[src/lcdc_pkg.sv]
package lcdc_pkg;

  localparam int ADDR_W  = 4;
  localparam int DATA_W  = 8;
  localparam int FP_REGS = 6;
  localparam int NUM_BP  = 4;

  // Register offsets
  localparam logic [3:0] OFF_CLK_SEL   = 4'h0;
  localparam logic [3:0] OFF_SUPPLY    = 4'h1;
  localparam logic [3:0] OFF_LOWPWR    = 4'h2;
  localparam logic [3:0] OFF_TIMING    = 4'h3;
  localparam logic [3:0] OFF_BLINK     = 4'h4;
  localparam logic [3:0] OFF_FPEN0     = 4'h5;
  localparam logic [3:0] OFF_FPEN_LAST = 4'ha;
  localparam logic [3:0] OFF_STATUS    = 4'hb;

  // Field positions
  localparam int CS_SOURCE_BIT   = 7;
  localparam int CS_PRESCALE_BY_SIXTEEN_BIT    = 6;
  localparam int SUP_PUMP_ON_BIT = 7;
  localparam int SUP_TRIPLER_BIT = 6;
  localparam int SUP_STRONG_BIT  = 5;
  localparam int SUP_PCLK_LSB    = 3;
  localparam int SUP_SKIP_BIT    = 2;
  localparam int SUP_SEL_LSB     = 0;
  localparam int LP_WAIT_DIS_BIT = 1;
  localparam int LP_STOP_DIS_BIT = 0;
  localparam int TM_ENABLE_BIT   = 7;
  localparam int TM_FRAME_LSB    = 3;
  localparam int TM_LOW_POWER_WAVEFORM_BIT_BIT   = 2;
  localparam int TM_DUTY_LSB     = 0;
  localparam int BL_ENABLE_BIT   = 7;
  localparam int BL_SCOPE_BIT    = 3;
  localparam int BL_RATE_LSB     = 0;

  // Writable bits; the rest read as zero
  localparam logic [7:0] LOWPWR_MASK = 8'h03;
  localparam logic [7:0] TIMING_MASK = 8'hbf;
  localparam logic [7:0] BLINK_MASK  = 8'h8f;

  // Reset values
  localparam logic [7:0] RST_REG = 8'h00;

  // Encodings
  localparam logic [1:0] SUPPLY_GEN_REF2 = 2'b00;
  localparam logic [1:0] SUPPLY_GEN_REF3 = 2'b01;
  localparam logic [1:0] SUPPLY_EXT_PIN  = 2'b10;
  localparam logic [1:0] DUTY_THIRD      = 2'b10;
  localparam logic [1:0] DUTY_QUARTER    = 2'b11;
  localparam logic [3:0] PRE16_LAST      = 4'hf;

  typedef enum logic [2:0] {
    RUN_OFF   = 3'b001,
    RUN_ON    = 3'b010,
    RUN_SLEEP = 3'b100
  } lcdc_run_e;

  typedef struct packed {
    logic [3:0] addr;
    logic [7:0] wdata;
    logic       wr;
    logic       rd;
  } lcdc_bus_req_s;

  typedef struct packed {
    logic       pump_on;
    logic       pump_tripler;
    logic       strong_buffer;
    logic [1:0] pump_clock_source;
    logic       buffer_skip;
    logic       gen_ref2;
    logic       gen_ref3;
    logic       ext_supply;
  } lcdc_supply_s;

  typedef struct packed {
    lcdc_run_e             run;
    logic [7:0]            clk_sel;
    logic [7:0]            supply;
    logic [7:0]            lowpwr;
    logic [7:0]            timing;
    logic [7:0]            blink;
    logic [FP_REGS-1:0][7:0] fpen;
    logic [7:0]            rdata;
    logic [5:0]            pre_cnt;
    logic [3:0]            div_cnt;
    logic [7:0]            phase_cnt;
    logic [1:0]            bp_idx;
    logic [1:0]            act_duty;
    logic [2:0]            act_frame;
    logic                  act_low_power_waveform_bit;
    logic                  frame_par;
    logic [15:0]           blink_cnt;
    logic                  blink_off;
  } lcdc_state_s;

endpackage

[src/lcdc_driver.sv]
// Local design decisions: the register offsets and the address-and-strobe port.
`timescale 1ns/10ps
module lcdc_driver #(
  parameter int NUM_FP      = 48,
  parameter int BLINK_SHIFT = 4
) (
  input  wire logic                         i_ref_clk,
  input  wire logic                         i_rst_n,
  input  wire lcdc_pkg::lcdc_bus_req_s      i_bus,
  output logic [7:0]                        o_rdata,
  input  wire logic                         i_ext_ref_tick,
  input  wire logic                         i_wait_mode,
  input  wire logic                         i_deep_sleep_level_three_mode,
  input  wire logic [NUM_FP-1:0][3:0]       i_seg_on,
  input  wire logic [NUM_FP-1:0]            i_seg_blink_sel,
  output logic [3:0]                        o_bp_level,
  output logic [3:0]                        o_bp_oe,
  output logic [NUM_FP-1:0]                 o_fp_level,
  output logic [NUM_FP-1:0]                 o_fp_oe,
  output lcdc_pkg::lcdc_supply_s            o_supply
);

  function automatic logic [2:0] bp_count(input logic [1:0] duty);
    bp_count = {1'b0, duty} + 3'h1;
  endfunction

  function automatic logic [7:0] phase_last(input logic [2:0] frame);
    phase_last = (8'h01 << frame) - 8'h01;
  endfunction

  function automatic logic [15:0] blink_last(input logic [2:0] rate);
    blink_last = (16'h0001 << (5'(rate) + 5'(BLINK_SHIFT))) - 16'h0001;
  endfunction

  lcdc_pkg::lcdc_state_s q;
  lcdc_pkg::lcdc_state_s d;

  logic              src_tick;
  logic              pre_wrap;
  logic              base_tick;
  logic              lcd_on;
  logic              sleep_req;
  logic              phase_end;
  logic              frame_end;
  logic              pol;
  logic [47:0]       fpen_flat;
  logic [2:0]        fp_sel;

  assign src_tick  = q.clk_sel[lcdc_pkg::CS_SOURCE_BIT] ? 1'b1 : i_ext_ref_tick;
  // adjust then optional /16
  // Compare with >= so a smaller new adjust wraps at once, not after 64 counts
  assign pre_wrap  = src_tick && (q.pre_cnt >= q.clk_sel[5:0]);
  assign base_tick = pre_wrap && (!q.clk_sel[lcdc_pkg::CS_PRESCALE_BY_SIXTEEN_BIT]
                                  || q.div_cnt == lcdc_pkg::PRE16_LAST);
  assign lcd_on    = (q.run == lcdc_pkg::RUN_ON);
  assign sleep_req = (i_wait_mode && q.lowpwr[lcdc_pkg::LP_WAIT_DIS_BIT])
                  || (i_deep_sleep_level_three_mode && q.lowpwr[lcdc_pkg::LP_STOP_DIS_BIT]);
  assign phase_end = lcd_on && base_tick && (q.phase_cnt == phase_last(q.act_frame));
  assign frame_end = phase_end && ({1'b0, q.bp_idx} == bp_count(q.act_duty) - 3'h1);
  assign pol       = q.act_low_power_waveform_bit ? q.frame_par : (q.frame_par ^ q.bp_idx[0]);
  assign fpen_flat = q.fpen;
  assign fp_sel    = 3'(i_bus.addr - lcdc_pkg::OFF_FPEN0);

  always_comb
  begin
    d = q;
    d.rdata = 8'h00;

    if (i_bus.wr)
    begin
      if (i_bus.addr == lcdc_pkg::OFF_CLK_SEL)
        d.clk_sel = i_bus.wdata;
      else if (i_bus.addr == lcdc_pkg::OFF_SUPPLY)
        d.supply = i_bus.wdata;
      else if (i_bus.addr == lcdc_pkg::OFF_LOWPWR)
        d.lowpwr = i_bus.wdata & lcdc_pkg::LOWPWR_MASK;
      else if (i_bus.addr == lcdc_pkg::OFF_TIMING)
        d.timing = i_bus.wdata & lcdc_pkg::TIMING_MASK;
      else if (i_bus.addr == lcdc_pkg::OFF_BLINK)
        d.blink = i_bus.wdata & lcdc_pkg::BLINK_MASK;
      else if (i_bus.addr >= lcdc_pkg::OFF_FPEN0 && i_bus.addr <= lcdc_pkg::OFF_FPEN_LAST)
        d.fpen[fp_sel] = i_bus.wdata;
    end

    if (i_bus.rd)
    begin
      if (i_bus.addr == lcdc_pkg::OFF_CLK_SEL)
        d.rdata = q.clk_sel;
      else if (i_bus.addr == lcdc_pkg::OFF_SUPPLY)
        d.rdata = q.supply;
      else if (i_bus.addr == lcdc_pkg::OFF_LOWPWR)
        d.rdata = q.lowpwr;
      else if (i_bus.addr == lcdc_pkg::OFF_TIMING)
        d.rdata = q.timing;
      else if (i_bus.addr == lcdc_pkg::OFF_BLINK)
        d.rdata = q.blink;
      else if (i_bus.addr >= lcdc_pkg::OFF_FPEN0 && i_bus.addr <= lcdc_pkg::OFF_FPEN_LAST)
        d.rdata = q.fpen[fp_sel];
      else if (i_bus.addr == lcdc_pkg::OFF_STATUS)
        d.rdata = {lcd_on, q.run == lcdc_pkg::RUN_SLEEP, q.blink_off, q.frame_par,
                   2'b00, q.bp_idx};
    end

    // Prescaler runs regardless of display state
    if (src_tick)
    begin
      if (pre_wrap)
      begin
        d.pre_cnt = 6'h00;
        d.div_cnt = q.div_cnt + 4'h1;
      end
      else
        d.pre_cnt = q.pre_cnt + 6'h01;
    end

    case (q.run)
      lcdc_pkg::RUN_OFF:
      begin
        if (q.timing[lcdc_pkg::TM_ENABLE_BIT] && !sleep_req)
        begin
          d.run        = lcdc_pkg::RUN_ON;
          d.phase_cnt  = 8'h00;
          d.bp_idx     = 2'b00;
          d.frame_par  = 1'b0;
          d.act_duty   = q.timing[1:0];
          d.act_frame  = q.timing[5:3];
          d.act_low_power_waveform_bit = q.timing[lcdc_pkg::TM_LOW_POWER_WAVEFORM_BIT_BIT];
        end
      end
      lcdc_pkg::RUN_ON:
      begin
        if (!q.timing[lcdc_pkg::TM_ENABLE_BIT])
          d.run = lcdc_pkg::RUN_OFF;
        else if (sleep_req)
          d.run = lcdc_pkg::RUN_SLEEP;
      end
      lcdc_pkg::RUN_SLEEP:
      begin
        // Resumes mid-frame; counters were frozen
        if (!q.timing[lcdc_pkg::TM_ENABLE_BIT])
          d.run = lcdc_pkg::RUN_OFF;
        else if (!sleep_req)
          d.run = lcdc_pkg::RUN_ON;
      end
      default:
        d.run = lcdc_pkg::RUN_OFF;
    endcase

    if (lcd_on && base_tick)
    begin
      if (phase_end)
      begin
        d.phase_cnt = 8'h00;
        d.bp_idx    = q.bp_idx + 2'b01;
      end
      else
        d.phase_cnt = q.phase_cnt + 8'h01;
    end

    if (frame_end)
    begin
      d.bp_idx     = 2'b00;
      d.frame_par  = ~q.frame_par;
      d.act_duty   = q.timing[1:0];
      d.act_frame  = q.timing[5:3];
      d.act_low_power_waveform_bit = q.timing[lcdc_pkg::TM_LOW_POWER_WAVEFORM_BIT_BIT];
    end

    if (!q.blink[lcdc_pkg::BL_ENABLE_BIT])
    begin
      d.blink_cnt = 16'h0000;
      d.blink_off = 1'b0;
    end
    else if (lcd_on && base_tick)
    begin
      if (q.blink_cnt >= blink_last(q.blink[2:0]))
      begin
        d.blink_cnt = 16'h0000;
        d.blink_off = ~q.blink_off;
      end
      else
        d.blink_cnt = q.blink_cnt + 16'h0001;
    end
  end

  always_ff @(posedge i_ref_clk)
  begin
    if (!i_rst_n)
    begin
      q.run        <= lcdc_pkg::RUN_OFF;
      q.clk_sel    <= lcdc_pkg::RST_REG;
      q.supply     <= lcdc_pkg::RST_REG;
      q.lowpwr     <= lcdc_pkg::RST_REG;
      q.timing     <= lcdc_pkg::RST_REG;
      q.blink      <= lcdc_pkg::RST_REG;
      q.fpen       <= '0;
      q.rdata      <= 8'h00;
      q.pre_cnt    <= 6'h00;
      q.div_cnt    <= 4'h0;
      q.phase_cnt  <= 8'h00;
      q.bp_idx     <= 2'b00;
      q.act_duty   <= 2'b00;
      q.act_frame  <= 3'b000;
      q.act_low_power_waveform_bit <= 1'b0;
      q.frame_par  <= 1'b0;
      q.blink_cnt  <= 16'h0000;
      q.blink_off  <= 1'b0;
    end
    else
      q <= d;
  end

  assign o_rdata = q.rdata;

  always_comb
  begin
    for (int i = 0; i < lcdc_pkg::NUM_BP; i++)
    begin
      o_bp_oe[i]    = lcd_on && (3'(i) < bp_count(q.act_duty));
      o_bp_level[i] = lcd_on && ((q.bp_idx == 2'(i)) ^ pol);
    end
  end

  always_comb
  begin
    for (int j = 0; j < NUM_FP; j++)
    begin
      o_fp_oe[j]    = lcd_on && fpen_flat[j];
      o_fp_level[j] = lcd_on && ((i_seg_on[j][q.bp_idx]
                      && !(q.blink_off && (q.blink[lcdc_pkg::BL_SCOPE_BIT]
                      || i_seg_blink_sel[j]))) ^ pol);
    end
  end

  always_comb
  begin
    o_supply.pump_on           = q.supply[lcdc_pkg::SUP_PUMP_ON_BIT];
    o_supply.pump_tripler      = q.supply[lcdc_pkg::SUP_TRIPLER_BIT];
    o_supply.strong_buffer     = q.supply[lcdc_pkg::SUP_STRONG_BIT];
    o_supply.pump_clock_source = q.supply[4:3];
    o_supply.buffer_skip       = q.supply[lcdc_pkg::SUP_SKIP_BIT];
    o_supply.gen_ref2          = (q.supply[1:0] == lcdc_pkg::SUPPLY_GEN_REF2);
    o_supply.gen_ref3          = (q.supply[1:0] == lcdc_pkg::SUPPLY_GEN_REF3);
    o_supply.ext_supply        = (q.supply[1:0] == lcdc_pkg::SUPPLY_EXT_PIN);
  end
endmodule

[config.mk]
export PLATFORM = sky130hd
export DESIGN_NAME = lcdc_driver
export DESIGN_NICKNAME = d
export VERILOG_FILES = /design/src/lcdc_pkg.sv /design/src/lcdc_driver.sv
export SDC_FILE = /design/constraint.sdc
export NUM_CORES = 1
export LEC_CHECK = 0
export ABC_CLOCK_PERIOD_IN_PS = 3200
export BUFFER_PORTS_ARGS = -buffer_cell sky130_fd_sc_hd__buf_4
export CORE_ASPECT_RATIO = 0.7
export CORE_MARGIN = 2
export CORE_UTILIZATION = 46
export DETAILED_ROUTE_END_ITERATION = 12
export HOLD_SLACK_MARGIN = 0.12
export PLACE_DENSITY = 0.79
export SKIP_CTS_REPAIR_TIMING = 1
export SLEW_MARGIN = 20
export SYNTH_ARGS = -nofsm -noshare
export SYNTH_HDL_FRONTEND = slang
export SYNTH_SLANG_ARGS = --single-unit
[constraint.sdc]
create_clock -name i_ref_clk -period 3.2 [get_ports i_ref_clk]
set_input_delay 0.32 -clock i_ref_clk [delete_from_list [all_inputs] [get_ports i_ref_clk]]
set_output_delay 0.32 -clock i_ref_clk [all_outputs]
set_load 0.02 [all_outputs]
==> impl_metrics.py <==
metrics = {
    "outcome": {
        "status": "finished, final reports clean",
    },
    "pwr": {
        "fin_total_pwr_mw": 4.44,
        "ir_drop_mv": 0.383,
        "power_density_mw_per_mm2": 330,
        "p_leak_nw": 5.91,
    },
    "routing": {
        "drt_wl_total_um": 36500,
        "postRouteAntennaNets": 0,
        "vias": 9956,
        "drtIter0Drc": 759,
        "drcViolationCount": 0,
        "firstDrtPassIters": 5,
        "vias_per_cell": 5.59,
        "wl_per_cell_um": 20.5,
    },
    "flow_run": {
        "cap_violations": 0,
    },
    "floorplan": {
        "rows": 44,
        "die_h_um": 126,
        "die_w_um": 179,
        "start_util_pct": 47.2,
        "ioPinCount": 380,
        "die-area_mm2": 0.0226,
        "fp.coreArea_mm2": 0.0209,
    },
    "sta": {
        "max_slew.worst_pin.slew_ns": 0.925,
        "timing.setup.tns_ns": 0,
        "fmax_ghz": 0.345,
        "finalHoldViolations": 0,
        "fin_skew_ns": 0.0130,
        "drv_slew": 0,
        "rsz0062_at_grt": "false",
        "finalCritPeriodShare_pct": 90.7,
        "min_period_ns": 2.90,
        "relSlewSlack_pct": 36.7,
        "setup_viol": 0,
    },
    "critical_path": {
        "crit_family": "simple AND/OR/NAND/NOR gates",
        "critPathArrivalTime_ns": 3.21,
        "startpoint_type": "register",
        "critical_path_required_ns": 3.51,
        "end_kind": "register",
        "slowest_stage": "or4_1",
        "cp_max_fo": 12,
        "path_depth": 9,
        "cp_cell_sequence": "or3_1, ha_1, xnor2_1, a2111oi_2, nand2_1, or4_1, o31a_1, buf_4, mux2i_1",
        "critical_path_buf_inv_count": 1,
        "cpPeakStageDelay_ns": 0.52,
        "worstSetupPathType": "reg -> reg",
        "reg2regPathDepth": 9,
    },
    "global_routing": {
        "antenna_found_initial": 2,
        "grt_max_degree": 66,
        "gr-total-overflow": 0,
        "grt_pass1_vias": 9436,
        "grt_pass1_wl_um": 54500,
        "gr-usage-all-layers_pct": 31.6,
    },
    "logic_synthesis": {
        "synth-edff-count": 0,
        "syn_inst": 1170,
        "syn_area_mm2": 0.00984,
        "ys_warn_count": 0,
        "synth-async-reset-ratio_pct": 0,
        "synth_top_flop_cell": "dfxtp_1",
        "yosysSeqAreaShare_pct": 27.0,
        "postSynthAreaPerCell_um2": 8.41,
        "synth.distinct_cells": 62,
        "ys_ff_latch": 133,
    },
    "clocking": {
        "clk_pin_slew_ns": 0.07,
        "cts.sinks": 133,
        "clockBufferDepth": 2,
        "clock_latency_ns": 0.43,
        "root_buffer": "clkbuf_16",
        "numCtsBuffers": 17,
        "cts-htree-levels": 4,
        "cts_tree": "built",
    },
    "worst_hold_path": {
        "hold_path.class": "in -> reg",
        "holdPathStages": 3,
    },
    "placement": {
        "dpl.cell_count": 1748,
        "place_hpwl_um": 28400,
        "place_congestion": 0.982,
        "port_buffers": 379,
    },
    "final_layout": {
        "final_cells": 1780,
        "areaGrowthSynthToFinish_pct": 36.6,
        "final_layout_size_suffix_gt1_share_pct": 33.4,
        "num-nets-final": 1784,
        "diodes": 0,
        "fillers": 1798,
    },
}
-- metal layers --
metal / GRT usage, % / wire length [um] / vias to the layer above
met4: 10.8 / 1070 / 4
met5: 0 / 25 / -
li1: - / - / 4700
met3: 8.03 / 3170 / 61
met1: 43.9 / 15700 / 4782
met2: 47.9 / 16500 / 409
-- kinds of logic (layout without fill, tap and decap cells) --
family	after synthesis	in the layout	synth area share, %
flip-flops	133	133	27.0
adder cells (fa/ha/maj)	34	34	4.32
other	2	5	0.0763
buffers and inverters	127	458	5.66
multiplexers	129	129	19.8
AO/OA/AOI/OAI	179	179	11.5
XOR/XNOR	85	85	7.56
AND/OR/NAND/NOR	481	481	24.1
-- power by group --
part / switching, mW / total [mW] / leakage (nW) / internal, mW
sequential: 0.0184 / 1.69 / 1.07 / 1.67
clock: 0.789 / 2.11 / 0.300 / 1.32
combinational: 0.280 / 0.642 / 4.54 / 0.362
total: 1.09 / 4.44 / 5.91 / 3.35
-- sequential cells by signal (all words and copies together) (netlist names) --
signal	count
q	71
fpen_flat	48
o_rdata	8
o_supply	6
-- stage by stage --
stage / hold slack [ns] / setup slack (ns) / instance area [um^2] / util [%]
floorplan: 0.438 / 0.0854 / 9850 / -
global placement: 0.453 / 0.315 / 12800 / 61.4
detailed placement: 0.457 / 0.278 / 12800 / 61.4
CTS: 0.233 / 0.270 / 13400 / 64.4
global route: 0.246 / 0.129 / 13400 / 64.4
finish: 0.246 / 0.298 / 13400 / 64.4
-- synth_stat cells, types with 23 or more instances --
library cell | count | share of area [%]
xnor2_1 | 59 | 5.2
ha_1 | 34 | 4.3
a21oi_1 | 33 | 1.7
a21boi_0 | 23 | 1.8
o21ai_0 | 68 | 3.5
nor2b_1 | 66 | 4.2
xor2_1 | 26 | 2.3
nor2_1 | 96 | 3.7
nand2_1 | 147 | 5.6
mux4_2 | 52 | 12
clkbuf_1 | 77 | 2.9
and2_1 | 62 | 3.9
mux2i_1 | 75 | 7.6
nand3_1 | 39 | 2.0
dfxtp_1 | 133 | 27
-- cells in the final DEF, fill, tap and decap left out, types with 34 or more instances in the layout --
cell type | netlist | final
buf_4 | 14 | 405
nand2_1 | 147 | 146
dfxtp_1 | 133 | 131
nor2_1 | 96 | 96
mux2i_1 | 75 | 75
o21ai_0 | 68 | 68
nor2b_1 | 66 | 66
and2_1 | 62 | 62
xnor2_1 | 59 | 58
mux4_2 | 52 | 52
nand3_1 | 39 | 39
ha_1 | 34 | 34
-- layout make-up --
| class | instances | area [um^2] | area share (%) |
|---|---|---|---|
| Clock inverter | 13 | 195 | 1.45 |
| Inverter | 19 | 71.3 | 0.531 |
| Clock buffer | 19 | 433 | 3.22 |
| Sequential cell | 133 | 2670 | 19.8 |
| Timing Repair Buffer | 407 | 3080 | 22.9 |
| Tap cell | 276 | 345 | 2.57 |
| Multi-Input combinational cell | 913 | 6650 | 49.5 |
-- worst reg2reg max path, cell delays in order (launching register included) --
cell and delay, ns:
dfxtp_1 0.41, or3_1 0.40, ha_1 0.32, xnor2_1 0.14, a2111oi_2 0.29, nand2_1 0.08
or4_1 0.52, o31a_1 0.33, buf_4 0.17, mux2i_1 0.12
-- worst paths after layout --
| path | slack, ns | from | endpoint |
|---|---|---|---|
| worst max-delay path | 0.30 | q[20] | q[23] |
| worst min-delay path | 0.25 | i_bus[7] | q[137] |
| worst max register to register | 0.30 | q[20] | q[23] |
| worst min register to register | 0.47 | q[136] | q[136] |
Note: power is estimated with default switching activity, not from simulation.
